[src/inc/anp_pkg.sv]
package anp_pkg;
    localparam int ANP_AW = 8;
    localparam int ANP_DW = 32;
    localparam int ANP_PW = 16;
    localparam int ANP_CW = 11;
    localparam int ANP_EW = 6;
    // Register byte offsets
    localparam logic [ANP_AW-1:0] ANP_OFS_PAGE = 8'h00;
    localparam logic [ANP_AW-1:0] ANP_OFS_STS = 8'h04;
    localparam logic [ANP_AW-1:0] ANP_OFS_MASK = 8'h08;
    localparam logic [ANP_AW-1:0] ANP_OFS_DEC = 8'h0C;
    localparam logic [ANP_AW-1:0] ANP_OFS_CTRL = 8'h10;
    // Received page fields
    localparam int ANP_BIT_MORE = 15;
    localparam int ANP_BIT_CONFIRM = 14;
    localparam int ANP_BIT_MP = 13;
    localparam int ANP_BIT_CONFIRM2 = 12;
    localparam int ANP_BIT_FLIP = 11;
    localparam int ANP_CODE_HI = 10;
    // Message codes
    localparam logic [ANP_CW-1:0] ANP_MSG_RSVD0 = 11'h000;
    localparam logic [ANP_CW-1:0] ANP_MSG_NULL = 11'h001;
    localparam logic [ANP_CW-1:0] ANP_MSG_EXT1 = 11'h002;
    localparam logic [ANP_CW-1:0] ANP_MSG_EXT2 = 11'h003;
    localparam logic [ANP_CW-1:0] ANP_MSG_RFNUM = 11'h004;
    // Remote-fault user codes
    localparam logic [ANP_CW-1:0] ANP_RF_TEST = 11'h000;
    localparam logic [ANP_CW-1:0] ANP_RF_LINK_LOSS = 11'h001;
    localparam logic [ANP_CW-1:0] ANP_RF_JABBER = 11'h002;
    localparam logic [ANP_CW-1:0] ANP_RF_PARALLEL_DETECT_ERROR = 11'h003;
    // Event bits in status and mask
    localparam int ANP_EV_PAGE = 0;
    localparam int ANP_EV_RSVD = 1;
    localparam int ANP_EV_RF = 2;
    localparam int ANP_EV_SEQ = 3;
    localparam int ANP_EV_DONE = 4;
    localparam int ANP_EV_NULL = 5;
    // Control fields
    localparam int ANP_CTRL_MORE = 0;
    localparam int ANP_CTRL_RF_LO = 1;
    localparam int ANP_CTRL_CODE_LO = 12;
    // Decode status fields
    localparam int ANP_DEC_PEND_LO = 11;
    localparam int ANP_DEC_RFPEND = 13;
    localparam int ANP_DEC_CNT_LO = 16;
    localparam logic [ANP_PW-1:0] ANP_PAGE_RST = 16'h0000;
    localparam logic [1:0] ANP_PEND_NONE = 2'h0;
    localparam logic [1:0] ANP_PEND_ONE = 2'h1;
    localparam logic [1:0] ANP_PEND_TWO = 2'h2;
endpackage

[src/anp_top.sv]
// Overview of operation
// - Bit 15 of the received page shows whether the partner has more next pages to send.
// - Bit 14 holds the handshake confirm bit, kept for the negotiation and meaningless to software.
// - Bit 13 is 1 when the stored page is a message page rather than an unformatted page.
// - Bit 12 holds the second confirm bit, internal only and to be ignored on read.
// - Bit 11 holds the page flip bit, internal only and to be ignored on read.
// - Bits 10 to 0 of a message page form the 11-bit message code.
// - Any undefined message code is reserved and never sent with a private meaning; here tx_msg_code carries any CTRL code unchecked while the more bit is set.
// - Message code zero is reserved and never sent as a meaningful message; a zero code written to CTRL still reaches tx_msg_code while the more bit is set.
// - A side with no more messages sends the null code one while its partner still sends pages.
// - Code two announces exactly one following unformatted page with an extended ability field.
// - Code three announces two following unformatted pages with extended ability fields.
// - Code four announces one following unformatted page whose user code is the fault number.
// - Fault user codes are 0 test, 1 link loss, 2 jabber and 3 parallel detect fault.
// - The exchange runs until neither the partner nor the local more-pages bit is set.
// - When both ends can do next pages each end sends at least one next page.
// - Announced unformatted pages come right after their message page in the defined order.
//
// Chosen here: the APB register port and the register addresses.
module anp_top
    import anp_pkg::*;
(
    input wire logic pclk, // APB clock, 20 MHz
    input wire logic presetn, // Asynchronous reset
    input wire logic psel, // APB select
    input wire logic penable, // APB access phase
    input wire logic pwrite, // APB write
    input wire logic [ANP_AW-1:0] paddr, // APB byte address
    input wire logic [ANP_DW-1:0] pwdata, // APB write data
    output logic [ANP_DW-1:0] prdata, // APB read data
    output logic pready, // APB ready
    output logic pslverr, // APB error on unmapped address
    input wire logic page_valid, // One-cycle strobe: whole page received
    input wire logic [ANP_PW-1:0] page_word, // Received page contents
    input wire logic parallel_detect_error, // Local parallel detect fault level
    output logic local_more_pages, // Local more-pages bit
    output logic [ANP_CW-1:0] tx_msg_code, // Message code for next sent page
    output logic [ANP_CW-1:0] tx_rf_user_code, // Fault user code to send
    output logic irq // Level interrupt
);
    import anp_pkg::*;

    function automatic logic code_defined(input logic [ANP_CW-1:0] c);
        code_defined = (c == ANP_MSG_NULL) || (c == ANP_MSG_EXT1) || (c == ANP_MSG_EXT2) || (c == ANP_MSG_RFNUM);
    endfunction

    function automatic logic [1:0] code_pending(input logic [ANP_CW-1:0] c);
        if (c == ANP_MSG_EXT2) begin
            code_pending = ANP_PEND_TWO;
        end else if (c == ANP_MSG_EXT1 || c == ANP_MSG_RFNUM) begin
            code_pending = ANP_PEND_ONE;
        end else begin
            code_pending = ANP_PEND_NONE;
        end
    endfunction

    // Bus state
    logic [ANP_DW-1:0] prdata_q, prdata_d;
    logic pready_q, pready_d;
    logic pslverr_q, pslverr_d;
    logic [ANP_EW-1:0] sts_q, sts_d;
    logic [ANP_EW-1:0] mask_q, mask_d;
    logic ctrl_more_q, ctrl_more_d;
    logic [ANP_CW-1:0] ctrl_code_q, ctrl_code_d;
    logic [ANP_CW-1:0] ctrl_rf_q, ctrl_rf_d;
    logic irq_q, irq_d;
    // Decode state
    logic [ANP_PW-1:0] page_q, page_d;
    logic [1:0] pend_q, pend_d;
    logic rf_pend_q, rf_pend_d;
    logic [ANP_CW-1:0] rf_code_q, rf_code_d;
    logic [7:0] np_cnt_q, np_cnt_d;
    logic [ANP_CW-1:0] tx_code_q, tx_code_d;
    logic [ANP_CW-1:0] tx_rf_q, tx_rf_d;
    logic [ANP_EW-1:0] ev;

    logic setup, access, wr_acc, hit;
    logic [ANP_DW-1:0] rmux;
    logic is_msg;
    logic [ANP_CW-1:0] code;

    assign setup = psel && !penable && !pready_q;
    assign access = psel && penable && pready_q;
    assign wr_acc = access && pwrite && !pslverr_q;
    assign is_msg = page_word[ANP_BIT_MP];
    assign code = page_word[ANP_CODE_HI:0];
    assign hit = (paddr == ANP_OFS_PAGE) || (paddr == ANP_OFS_STS) || (paddr == ANP_OFS_MASK)
        || (paddr == ANP_OFS_DEC) || (paddr == ANP_OFS_CTRL);

    always_comb begin
        rmux = '0;
        case (paddr)
            ANP_OFS_PAGE: rmux[ANP_PW-1:0] = page_q;
            ANP_OFS_STS: rmux[ANP_EW-1:0] = sts_q;
            ANP_OFS_MASK: rmux[ANP_EW-1:0] = mask_q;
            ANP_OFS_DEC: begin
                rmux[ANP_CW-1:0] = rf_code_q;
                rmux[ANP_DEC_PEND_LO+:2] = pend_q;
                rmux[ANP_DEC_RFPEND] = rf_pend_q;
                rmux[ANP_DEC_CNT_LO+:8] = np_cnt_q;
            end
            ANP_OFS_CTRL: begin
                rmux[ANP_CTRL_MORE] = ctrl_more_q;
                rmux[ANP_CTRL_RF_LO+:ANP_CW] = ctrl_rf_q;
                rmux[ANP_CTRL_CODE_LO+:ANP_CW] = ctrl_code_q;
            end
            default: rmux = '0;
        endcase
    end

    // Decode of received pages
    always_comb begin
        page_d = page_q;
        pend_d = pend_q;
        rf_pend_d = rf_pend_q;
        rf_code_d = rf_code_q;
        np_cnt_d = np_cnt_q;
        ev = '0;
        if (page_valid) begin
            page_d = page_word;
            ev[ANP_EV_PAGE] = 1'b1;
            if (is_msg) begin
                if (pend_q != ANP_PEND_NONE) begin
                    ev[ANP_EV_SEQ] = 1'b1;
                end
                if (!code_defined(code)) begin
                    ev[ANP_EV_RSVD] = 1'b1;
                end
                if (code == ANP_MSG_NULL) begin
                    ev[ANP_EV_NULL] = 1'b1;
                end
                pend_d = code_pending(code);
                rf_pend_d = (code == ANP_MSG_RFNUM);
                if (np_cnt_q != 8'hFF) begin
                    np_cnt_d = np_cnt_q + 8'h01;
                end
            end else if (pend_q == ANP_PEND_NONE) begin
                ev[ANP_EV_SEQ] = 1'b1;
            end else begin
                pend_d = pend_q - 2'h1;
                if (rf_pend_q) begin
                    rf_code_d = code;
                    rf_pend_d = 1'b0;
                    ev[ANP_EV_RF] = 1'b1;
                end
            end
            if (!page_word[ANP_BIT_MORE] && !ctrl_more_q) begin
                ev[ANP_EV_DONE] = 1'b1;
                if (np_cnt_d == 8'h00) begin
                    ev[ANP_EV_SEQ] = 1'b1;
                end
                np_cnt_d = 8'h00;
            end
        end
        tx_code_d = ctrl_more_q ? ctrl_code_q : ANP_MSG_NULL;
        tx_rf_d = parallel_detect_error ? ANP_RF_PARALLEL_DETECT_ERROR : ctrl_rf_q;
    end

    // Bus and interrupt next state
    always_comb begin
        prdata_d = prdata_q;
        pready_d = setup;
        pslverr_d = setup ? !hit : 1'b0;
        mask_d = mask_q;
        ctrl_more_d = ctrl_more_q;
        ctrl_code_d = ctrl_code_q;
        ctrl_rf_d = ctrl_rf_q;
        sts_d = sts_q;
        if (setup && !pwrite) begin
            prdata_d = rmux;
        end
        if (wr_acc && paddr == ANP_OFS_STS) begin
            sts_d = sts_q & ~pwdata[ANP_EW-1:0];
        end
        // Set after clear so a new event is never lost
        sts_d = sts_d | ev;
        if (wr_acc && paddr == ANP_OFS_MASK) begin
            mask_d = pwdata[ANP_EW-1:0];
        end
        if (wr_acc && paddr == ANP_OFS_CTRL) begin
            ctrl_more_d = pwdata[ANP_CTRL_MORE];
            ctrl_rf_d = pwdata[ANP_CTRL_RF_LO+:ANP_CW];
            ctrl_code_d = pwdata[ANP_CTRL_CODE_LO+:ANP_CW];
        end
        irq_d = |(sts_d & mask_d);
    end

    always_ff @(posedge pclk or negedge presetn) begin
        if (!presetn) begin
            prdata_q <= '0;
            pready_q <= 1'b0;
            pslverr_q <= 1'b0;
            sts_q <= '0;
            mask_q <= '0;
            ctrl_more_q <= 1'b0;
            ctrl_code_q <= ANP_MSG_NULL;
            ctrl_rf_q <= ANP_RF_TEST;
            irq_q <= 1'b0;
        end else begin
            prdata_q <= prdata_d;
            pready_q <= pready_d;
            pslverr_q <= pslverr_d;
            sts_q <= sts_d;
            mask_q <= mask_d;
            ctrl_more_q <= ctrl_more_d;
            ctrl_code_q <= ctrl_code_d;
            ctrl_rf_q <= ctrl_rf_d;
            irq_q <= irq_d;
        end
    end

    always_ff @(posedge pclk or negedge presetn) begin
        if (!presetn) begin
            page_q <= ANP_PAGE_RST;
            pend_q <= ANP_PEND_NONE;
            rf_pend_q <= 1'b0;
            rf_code_q <= ANP_RF_TEST;
            np_cnt_q <= 8'h00;
            tx_code_q <= ANP_MSG_NULL;
            tx_rf_q <= ANP_RF_TEST;
        end else begin
            page_q <= page_d;
            pend_q <= pend_d;
            rf_pend_q <= rf_pend_d;
            rf_code_q <= rf_code_d;
            np_cnt_q <= np_cnt_d;
            tx_code_q <= tx_code_d;
            tx_rf_q <= tx_rf_d;
        end
    end

    assign prdata = prdata_q;
    assign pready = pready_q;
    assign pslverr = pslverr_q;
    assign local_more_pages = ctrl_more_q;
    assign tx_msg_code = tx_code_q;
    assign tx_rf_user_code = tx_rf_q;
    assign irq = irq_q;

    AST_PAGE_HOLD: assert property (@(posedge pclk) disable iff (!presetn)
        !page_valid |=> $stable(page_q)) else $error("page view changed without a page");
    AST_PAGE_BITS: assert property (@(posedge pclk) disable iff (!presetn)
        page_valid |=> page_q[ANP_BIT_MORE] == $past(page_word[ANP_BIT_MORE])
            && page_q[ANP_BIT_MP] == $past(page_word[ANP_BIT_MP])) else $error("flag bits not captured");
    AST_CONFIRM_BITS: assert property (@(posedge pclk) disable iff (!presetn)
        page_valid |=> page_q[ANP_BIT_CONFIRM:ANP_BIT_FLIP] == $past(page_word[ANP_BIT_CONFIRM:ANP_BIT_FLIP]))
        else $error("internal bits not captured");
    AST_CODE_FIELD: assert property (@(posedge pclk) disable iff (!presetn)
        page_valid |=> page_q[ANP_CODE_HI:0] == $past(page_word[ANP_CODE_HI:0])) else $error("code field wrong");
    AST_RSVD_FLAG: assert property (@(posedge pclk) disable iff (!presetn)
        page_valid && is_msg && (code == ANP_MSG_RSVD0 || code > ANP_MSG_RFNUM) |=> sts_q[ANP_EV_RSVD])
        else $error("reserved code not flagged");
    AST_EXT2_PEND: assert property (@(posedge pclk) disable iff (!presetn)
        page_valid && is_msg && code == ANP_MSG_EXT2 |=> pend_q == ANP_PEND_TWO) else $error("two pages not owed");
    AST_RF_CAPTURE: assert property (@(posedge pclk) disable iff (!presetn)
        page_valid && !is_msg && rf_pend_q && pend_q != ANP_PEND_NONE
        |=> rf_code_q == $past(code) && sts_q[ANP_EV_RF]) else $error("fault number not captured");
    AST_PD_FAULT: assert property (@(posedge pclk) disable iff (!presetn)
        parallel_detect_error |=> tx_rf_user_code == ANP_RF_PARALLEL_DETECT_ERROR) else $error("pd fault code not sent");
    AST_NULL_TX: assert property (@(posedge pclk) disable iff (!presetn)
        !ctrl_more_q |=> tx_msg_code == ANP_MSG_NULL) else $error("null not selected");
    AST_DONE: assert property (@(posedge pclk) disable iff (!presetn)
        page_valid && !page_word[ANP_BIT_MORE] && !ctrl_more_q
        |=> sts_q[ANP_EV_DONE] && (irq || !mask_q[ANP_EV_DONE]))
        else $error("exchange end not reported");
    AST_UNANNOUNCED: assert property (@(posedge pclk) disable iff (!presetn)
        page_valid && !is_msg && pend_q == ANP_PEND_NONE |=> sts_q[ANP_EV_SEQ]) else $error("stray page missed");
endmodule

[config.mk]
export PLATFORM = sky130hd
export DESIGN_NAME = anp_top
export DESIGN_NICKNAME = d
export VERILOG_FILES = /design/src/inc/anp_pkg.sv /design/src/anp_top.sv
export SDC_FILE = /design/constraint.sdc
export NUM_CORES = 1
export LEC_CHECK = 0
export BUFFER_PORTS_ARGS = -buffer_cell sky130_fd_sc_hd__buf_2
export CAP_MARGIN = 20
export CORE_MARGIN = 2
export CORE_UTILIZATION = 30
export CTS_CLUSTER_SIZE = 28
export DETAILED_ROUTE_END_ITERATION = 7
export GPL_ROUTABILITY_DRIVEN = 0
export PLACE_DENSITY_LB_ADDON = 0.05
export SYNTH_ARGS = -nofsm -noshare
export SYNTH_HDL_FRONTEND = slang
export SYNTH_SLANG_ARGS = --single-unit
[constraint.sdc]
create_clock -name pclk -period 2 [get_ports pclk]
set_input_delay 0.1 -clock pclk [delete_from_list [all_inputs] [get_ports pclk]]
set_output_delay 0.1 -clock pclk [all_outputs]
set_load 0.02 [all_outputs]
==> results of run 1 <==
-- layout make-up --
cell class | instances | area, um2
Fill cell | 1745 | 10400
Sequential cell | 122 | 3060
Tap cell | 229 | 287
Inverter | 14 | 52.6
Clock buffer | 23 | 468
Multi-Input combinational cell | 311 | 2320
Clock inverter | 8 | 143
Timing Repair Buffer | 174 | 1200
-- stage by stage --
step	power [mW]	util, %
floorplan	3.12	-
global placement	3.45	36.2
detailed placement	3.46	36.2
CTS	6.76	41.7
global route	6.96	41.9
finish	6.66	41.9
-- cell usage after synthesis (all sizes together) (2+ instances only) --
library cell,n,area share [%]
dfrtp,120,55
mux2,69,14
nor2,32,2.2
a21oi,31,2.8
nand2,29,2.0
o21ai,24,2.2
clkbuf,21,1.4
a22oi,17,2.4
buf,14,1.6
inv,14,0.96
and2,13,1.5
nor2b,12,1.4
a32oi,8,1.3
mux2i,8,1.5
nand3,6,0.55
ha,4,0.91
nand4,4,0.46
or4,4,0.61
a21o,3,0.41
a31oi,2,0.23
and3,2,0.23
and4,2,0.32
dfstp,2,0.96
nand2b,2,0.23
nand4b,2,0.32
nor3,2,0.39
nor4,2,0.34
o211ai,2,0.27
o21a,2,0.27
o22ai,2,0.23
or2,2,0.23
or4b,2,0.36
xnor2,2,0.32
xor2,2,0.32
-- sequential cells by signal (all words and copies together), names as in the netlist, 8 cells and up --
name,count
ctrl_code_q,11
tx_rf_user_code,11
rf_code_q,11
page_q,16
np_cnt_q,8
tx_msg_code,11
prdata,24
ctrl_rf_q,11
-- kinds of logic after synthesis --
logic type,Yosys count
adders and majority gates,4
xor gates and xnor gates,4
DFF,122
buffers and inverters,49
and+or+nand+nor,120
other,1
AOI/OAI and AO/OA,98
muxes,77
-- what timing repair did --
action | CTS | global route
pin swaps | 5 | 0
endpoints found under the hold margin | 168 | 0
hold buffers | 36 | 0
resized for setup | 7 | 8
setup endpoints to repair | 2 | 3
buffers inserted | 0 | 1
-- power by group through the flow --
stage	sequential (mW)	clock (mW)	combinational (mW)
global placement	2.73	0	0.725
floorplan	2.82	0	0.294
global route	2.70	3.39	0.870
finish	2.69	3.19	0.785
detailed placement	2.73	0	0.734
CTS	2.69	3.28	0.792
-- per-layer routing --
layer,GRT usage (%),share of wire [%]
met5,0,0
met3,3.13,3.6
met1,23.6,50
met4,5.90,1.1
met2,25.3,46
-- final timing paths --
check	cells past startpoint	endpoint	startpoint	slack, ns
setup / recovery	7	irq	np_cnt_q[1]	-0.1
hold / removal	2	rf_pend_q	page_word[1]	0.02
setup reg to reg	7	irq	np_cnt_q[1]	-0.1
hold reg to reg	1	tx_rf_user_code[1]	ctrl_rf_q[1]	0.49
max in group asynchronous	3	page_q[7]	presetn	1.21
min in group asynchronous	3	ctrl_code_q[4]	presetn	0.26
==> results_dict.tcl, run 1 <==
set metrics [dict create \
    yosysWarnings 0 \
    synth_ff_type "dfrtp_1" \
    diodes 0 \
    clk_latency_ns 0.41 \
    p_sw_share_pct 23.9 \
    yosys.area_share.adder_pct 0.910 \
    finalWorstSetupSlack_ns -0.0957 \
    drc 0 \
    cts_num_sinks 122 \
    power_frac_seq_pct 40.3 \
    setup.worst_path.end_class "flip-flop" \
    max_freq_ghz 0.477 \
    pwr-share-comb_pct 11.8 \
    worstSetupStartpointType "flip-flop" \
    rsz0062_at_grt "true" \
    ys_ff_latch 122 \
    io_buffers 103 \
    clock_skew_ns 0.00966 \
    drt_wl_total_um 15400 \
    hp-class "in -> reg" \
    cts_tree "done" \
    grt_pass1_vias 4398 \
    drive_gt1_share_pct 39.1 \
    htreeDepth 4 \
    slew_headroom_pct 59.6 \
    crit_chain "ha_4 > and4_4 > and2_4 > o21ai_2 > or4b_1 > o31a_1 > o2111ai_1" \
    syn2layout_area_growth_pct 37.0 \
    postSynthAreaPerCell_um2 11.6 \
    min_period_ns 2.10 \
    path_clk_slew_ns 0.05 \
    cts_root_buf "clkbuf_16" \
    layout_commonest_cell "dfrtp_1" \
    min_period_over_period_pct 105 \
    place_ws_ns -0.315 \
    criticalPathCategory "reg -> reg" \
    avgRoutedWirePerCell_um 17.5 \
    cap_violations 0 \
    synth_top_family_by_area "multiplexers" \
    violations "setup timing" \
    cts_inserted_buffers 17 \
    setup_viol 1 \
    vias 4248 \
    drtIter0Drc 153 \
    antenna_found_initial 0 \
    yosys.area_share.simple_pct 11.7 \
    place_area_um2 6500 \
    synthArstFlopShare_pct 100 \
    die_w_um 139 \
    clockBufferDepth 2 \
    power_density_nw_per_um2 885 \
    fin_area_um2 7530 \
    status "finished, violations left" \
    netlist_area_um2 5500 \
    p_switching_mw 1.59 \
    die_area_um2 19400 \
    crit_family "simple AND/OR/NAND/NOR gates" \
    final_cell_mix "119 x dfrtp_1, 102 x buf_2, 64 x mux2_2, 36 x dlygate4sd3_1, 31 x a21oi_1" \
    synthDistinctLibCells 54 \
    ir_drop_mv 0.682 \
    die_h_um 139 \
    grt_pass1_wl_um 24700 \
    synth_xor_area_share_pct 0.637 \
    cp_num_buf_inv 0 \
    syn-instance-count 475 \
    internal_power_mw 5.07 \
    worstPathMaxFanout 5 \
    grt_overflow 0 \
    ys_seq_area_share_pct 55.6 \
    slowest_stage "or4b_1" \
    hold_viol_final 0 \
    grt_max_degree 76 \
    crit_required_ns 2.32 \
    viasPerCell 4.82 \
    dp.cells 813 \
    clock_power_share_pct 47.9 \
    rows 49 \
    drv_slew 0 \
    grtUsageTotal_pct 16.6 \
    final_cells 881 \
    crit_arrival_ns 2.41 \
    worstMarginPinSlew_ns 0.607 \
    critPathMaxStageDelay_ns 0.45 \
    ant_nets 0 \
    synth_mux_area_share_pct 15.9 \
    fin_tns_setup_ns -0.0957 \
    dp_hpwl_um 10900 \
    io_pins 121 \
    core_um2 18000 \
    drt_first_pass_iters 4 \
    p_leak_nw 3.62 \
    start_util_pct 30.6 \
    synth-compound-area-share_pct 11.2 \
    synth_edf_count 0 \
    fin_hold_ws_ns 0.0219 \
    layout.nets 707 \
]
Power figures use the tool's default switching activity.
==> inputs of run 2 (changes only) <==
--- a/config.mk
+++ b/config.mk
@@ -13,6 +13,7 @@
 export DETAILED_ROUTE_END_ITERATION = 7
 export GPL_ROUTABILITY_DRIVEN = 0
 export PLACE_DENSITY_LB_ADDON = 0.05
+export RECOVER_POWER = 25
 export SYNTH_ARGS = -nofsm -noshare
 export SYNTH_HDL_FRONTEND = slang
 export SYNTH_SLANG_ARGS = --single-unit
==> constraint.sdc (replaced) <==
create_clock -name pclk -period 2.5 [get_ports pclk]
set_input_delay 0.125 -clock pclk [delete_from_list [all_inputs] [get_ports pclk]]
set_output_delay 0.125 -clock pclk [all_outputs]
set_load 0.02 [all_outputs]
==> run 2 against run 1 <==
The flow finishes with violations (capacitance limit, slew limit). First-iteration DRC count increased by 41%. Die area unchanged. Clock power decreased by 18%. Cell area decreased by 3.4%. Combinational power decreased by 25%. Power decreased by 19%. Sequential cell count unchanged. Critical endpoint unchanged. Largest power group unchanged.
==> results_dict.tcl, run 2 (same netlist as run 1, synthesis figures left out) <==
set metrics [dict create \
    pwr-share-comb_pct 11.0 \
    clock_power_share_pct 48.9 \
    worstPathMaxFanout 6 \
    diodes 0 \
    r2r-end "irq" \
    antenna_found_initial 0 \
    grt_pass1_vias 4250 \
    clk_latency_ns 0.42 \
    layout.nets 687 \
    crit_required_ns 2.83 \
    status "finished, violations left" \
    clockBufferDepth 2 \
    htreeDepth 4 \
    slew_headroom_pct -14.0 \
    seqCellArea_um2 3060 \
    viasPerCell 4.86 \
    io_pins 121 \
    cap_violations 1 \
    cts_root_buf "clkbuf_16" \
    ir_drop_mv 0.459 \
    setup_viol 0 \
    min_period_ns 2.24 \
    clock_skew_ns 0.00801 \
    setup.worst_path.end_class "flip-flop" \
    fin_hold_ws_ns 0.0219 \
    multi_input_area_um2 2270 \
    r2r_setup_slack_ns 0.26 \
    violations "capacitance limit, slew limit" \
    rsz0062_at_grt "false" \
    path_clk_slew_ns 0.06 \
    cts_inserted_buffers 17 \
    largest_reg_flops 24 \
    cts_hold_buf 35 \
    power_frac_seq_pct 40.1 \
    p_sw_share_pct 24.7 \
    syn2layout_area_growth_pct 32.3 \
    dp.cells 795 \
    hold_viol_final 0 \
    min_period_over_period_pct 89.7 \
    grtUsageTotal_pct 16.2 \
    dp_hpwl_um 10400 \
    die_w_um 139 \
    drtIter0Drc 216 \
    grt_overflow 0 \
    drive_gt1_share_pct 35.5 \
    die_h_um 139 \
    timing.rr.start "np_cnt_q[0]" \
    fin_tns_setup_ns 0 \
    power_density_nw_per_um2 738 \
    final_cells 862 \
    core_um2 18000 \
    die_area_um2 19400 \
    rows 49 \
    p_leak_nw 3.48 \
    ant_nets 0 \
    final_cell_mix "120 x dfrtp_1, 100 x buf_2, 64 x mux2_2, 35 x dlygate4sd3_1, 31 x a21oi_1" \
    post-cts-setup-buffers 0 \
    drv_slew 123 \
    hp-class "in -> reg" \
    reg2regPathDepth 7 \
    drc 0 \
    avgRoutedWirePerCell_um 17.7 \
    worstMarginPinSlew_ns 1.71 \
    grt_pass1_wl_um 23900 \
    crit_arrival_ns 2.58 \
    grt_max_degree 123 \
    cts_resized 0 \
    hold_start "page_word[0]" \
    hold_path_depth 2 \
    drt_wl_total_um 15200 \
    drt_first_pass_iters 4 \
    cts_tree "done" \
    internal_power_mw 4.04 \
    holdPathEnd "page_q[0]" \
    criticalPathCategory "reg -> reg" \
    worstSetupStartpointType "flip-flop" \
    start_util_pct 30.6 \
    p_switching_mw 1.33 \
    layout_commonest_cell "dfrtp_1" \
    fillers 1750 \
    vias 4188 \
    cts_num_sinks 122 \
    max_freq_ghz 0.446 \
    io_buffers 103 \
]
==> run 2: cell count changes in the layout (fill, tap and decap cells not counted), moves of 3 or more <==
cell and delta:
buf_12 -4, buf_6 -3, buf_4 -15, and2_1 -5, clkinv_4 +3, and2_0 +6
==> run 2: area by class of cell <==
| class | instances | area share (%) |
|---|---|---|
| well taps | 229 | 3.94 |
| repair buffers | 154 | 13.5 |
| clock buffers | 21 | 6.33 |
| inverters | 14 | 0.723 |
| clock inverters | 11 | 2.32 |
| flip-flops and latches | 122 | 42.0 |
| multi-input cells | 311 | 31.2 |
==> run 2: worst max-delay path, stage by stage (launching register included) <==
cell,delay [ns]
dfrtp_1,0.38
ha_1,0.27
and4_1,0.28
and2_1,0.19
o21ai_0,0.13
or4b_1,0.44
o31a_1,0.28
o2111ai_1,0.17
==> run 2: metal layers <==
metal | track usage [%] | part of all wire, % | wire [um]
met5 | 0 | 0 | 0
met1 | 23.0 | 48 | 7350
met2 | 23.9 | 46 | 6940
met4 | 5.58 | 1.5 | 224
met3 | 4.40 | 4.6 | 705
==> run 2: power by group through the flow <==
stage                     clock, mW  sequential [mW]  combinational, mW
after floorplan                   0             2.26              0.234
after global placement            0             2.18              0.557
after detailed placement          0             2.19              0.560
after CTS                      2.71             2.15              0.605
after global routing           2.79             2.16              0.652
final                          2.63             2.15              0.590
==> run 2: metrics by stage <==
step | instance area (um2) | util, % | setup slack, ns | power (mW)
global placement | 6310 | 35.1 | 0.0727 | 2.74
floorplan | 5520 | - | 0.280 | 2.49
detailed placement | 6310 | 35.1 | 0.0431 | 2.75
finish | 7270 | 40.5 | 0.258 | 5.37
global route | 7270 | 40.5 | 0.114 | 5.61
CTS | 7290 | 40.6 | 0.262 | 5.47
==> run 2: how the worst max path moves through the flow <==
stage          end  depth (start not counted)  slack, ns         from
5_1_grt        irq                          7       0.11  np_cnt_q[0]
6_report       irq                          7       0.26  np_cnt_q[0]
2_1_floorplan  irq                          7       0.28     paddr[0]
3_5_place_dp   irq                          7       0.04     paddr[0]
3_3_place_gp   irq                          7       0.07     paddr[0]
4_1_cts        irq                          7       0.26  np_cnt_q[0]
==> inputs of run 3 (changes only) <==
--- a/config.mk
+++ b/config.mk
@@ -12,6 +12,7 @@
 export CTS_CLUSTER_SIZE = 28
 export DETAILED_ROUTE_END_ITERATION = 7
 export GPL_ROUTABILITY_DRIVEN = 0
+export MAX_ROUTING_LAYER = met4
 export PLACE_DENSITY_LB_ADDON = 0.05
 export RECOVER_POWER = 25
 export SYNTH_ARGS = -nofsm -noshare
==> run 3 against run 2 <==
The flow still finishes with violations (capacitance limit, slew limit). Wire length grew 0.24%. Clock-buffer cell count is the same. Clock skew about the same. Via count barely moved. Critical endpoint unchanged. Utilization is the same. First-iteration DRC count increased by 11%. Clock power about the same. Setup slack hardly changed.
==> results_dict.tcl, run 3 (same netlist as run 1, synthesis figures left out) <==
set metrics [dict create \
    vias 4189 \
    die_h_um 139 \
    holdPathEnd "page_q[0]" \
    drtIter0Drc 239 \
    worstPathMaxFanout 6 \
    multi_input_area_um2 2270 \
    final_util_pct 40.5 \
    place_ws_ns 0.0431 \
    worstSetupStartpointType "flip-flop" \
    grtUsageTotal_pct 16.7 \
    final_cell_mix "120 x dfrtp_1, 100 x buf_2, 64 x mux2_2, 35 x dlygate4sd3_1, 31 x a21oi_1" \
    timing.rr.start "np_cnt_q[0]" \
    drt_wl_total_um 15300 \
    antenna_found_initial 0 \
    hold_start "page_word[0]" \
    power_frac_seq_pct 40.1 \
    clock_skew_ns 0.00848 \
    violations "capacitance limit, slew limit" \
    status "finished, violations left" \
    fin_hold_ws_ns 0.0203 \
    drc 0 \
    fin_tns_setup_ns 0 \
    r2r_setup_slack_ns 0.26 \
    post-cts-setup-buffers 0 \
    reg2regPathDepth 7 \
    min_period_ns 2.24 \
    slew_headroom_pct -13.9 \
    power_density_nw_per_um2 738 \
    worstMarginPinSlew_ns 1.71 \
    cts_num_sinks 122 \
    setup_viol 0 \
    largest_reg_flops 24 \
    ir_drop_mv 0.460 \
    grt_overflow 0 \
    pwr-share-comb_pct 11.0 \
    power.total_mw 5.37 \
    io_pins 121 \
    htreeDepth 4 \
    rows 49 \
    finalWorstSetupSlack_ns 0.258 \
    die_area_um2 19400 \
    fin_area_um2 7270 \
    core_um2 18000 \
    final_cells 862 \
    cts_inserted_buffers 17 \
    p_switching_mw 1.33 \
    drv_slew 123 \
    grt_pass1_wl_um 23900 \
    viasPerCell 4.86 \
    layout_commonest_cell "dfrtp_1" \
    crit_arrival_ns 2.58 \
    avgRoutedWirePerCell_um 17.7 \
    dp.cells 795 \
    start_util_pct 30.6 \
    ant_nets 0 \
    r2r-end "irq" \
    hp-class "in -> reg" \
    p_leak_nw 3.48 \
    internal_power_mw 4.04 \
    grt_pass1_vias 4262 \
    dp_hpwl_um 10400 \
    hold_path_depth 2 \
    cts_tree "done" \
    p_sw_share_pct 24.7 \
    io_buffers 103 \
    cap_violations 1 \
    clockBufferDepth 2 \
    seqCellArea_um2 3060 \
    diodes 0 \
    setup.worst_path.end_class "flip-flop" \
    layout.nets 687 \
    criticalPathCategory "reg -> reg" \
    hold_viol_final 0 \
    rsz0062_at_grt "false" \
    crit_required_ns 2.83 \
    drt_first_pass_iters 4 \
    grt_max_degree 123 \
    fillers 1750 \
    min_period_over_period_pct 89.7 \
    syn2layout_area_growth_pct 32.3 \
    clk_latency_ns 0.42 \
    die_w_um 139 \
    path_clk_slew_ns 0.06 \
    max_freq_ghz 0.446 \
    place_area_um2 6310 \
    drive_gt1_share_pct 35.5 \
    clock_power_share_pct 48.9 \
    cts_root_buf "clkbuf_16" \
]
## run 3: cell counts in the layout (fill, tap and decap cells not counted)
Identical to the previous run, type by type.
## run 3: area by class of cell
type / instances / share of cell area, %
flip-flops and latches: 122 / 42.0
multi-input cells: 311 / 31.2
repair buffers: 154 / 13.5
clock buffers: 21 / 6.33
well taps: 229 / 3.94
clock inverters: 11 / 2.32
inverters: 14 / 0.723
## run 3: how the worst max path moves through the flow
stage,from,endpoint,slack (ns),depth (start not counted)
floorplan,paddr[0],irq,0.28,7
detailed placement,paddr[0],irq,0.04,7
finish,np_cnt_q[0],irq,0.26,7
global placement,paddr[0],irq,0.07,7
CTS,np_cnt_q[0],irq,0.26,7
global route,np_cnt_q[0],irq,0.11,7
## run 3: worst max-delay path, cell delays in order (launching register included)
cell and delay (ns):
dfrtp_1 0.38, ha_1 0.27, and4_1 0.28, and2_1 0.19
o21ai_0 0.13, or4b_1 0.44, o31a_1 0.28, o2111ai_1 0.17
## run 3: timing repair
| item | in CTS | in global routing |
|---|---|---|
| resized for setup | 0 | 0 |
| hold endpoints to repair | 167 | 0 |
| hold buffers | 35 | 0 |
## run 3: power groups by stage
stage	Sequential (mW)	Combinational [mW]	Clock (mW)
6_report	2.15	0.590	2.63
5_1_grt	2.16	0.652	2.79
4_1_cts	2.15	0.605	2.71
3_5_place_dp	2.19	0.560	0
3_3_place_gp	2.18	0.557	0
2_1_floorplan	2.26	0.234	0
## run 3: metal layers
layer | global-route usage, % | wire (um)
met5 | - | 0
met4 | 5.58 | 194
met3 | 4.34 | 714
met2 | 24.0 | 6990
met1 | 23.0 | 7360
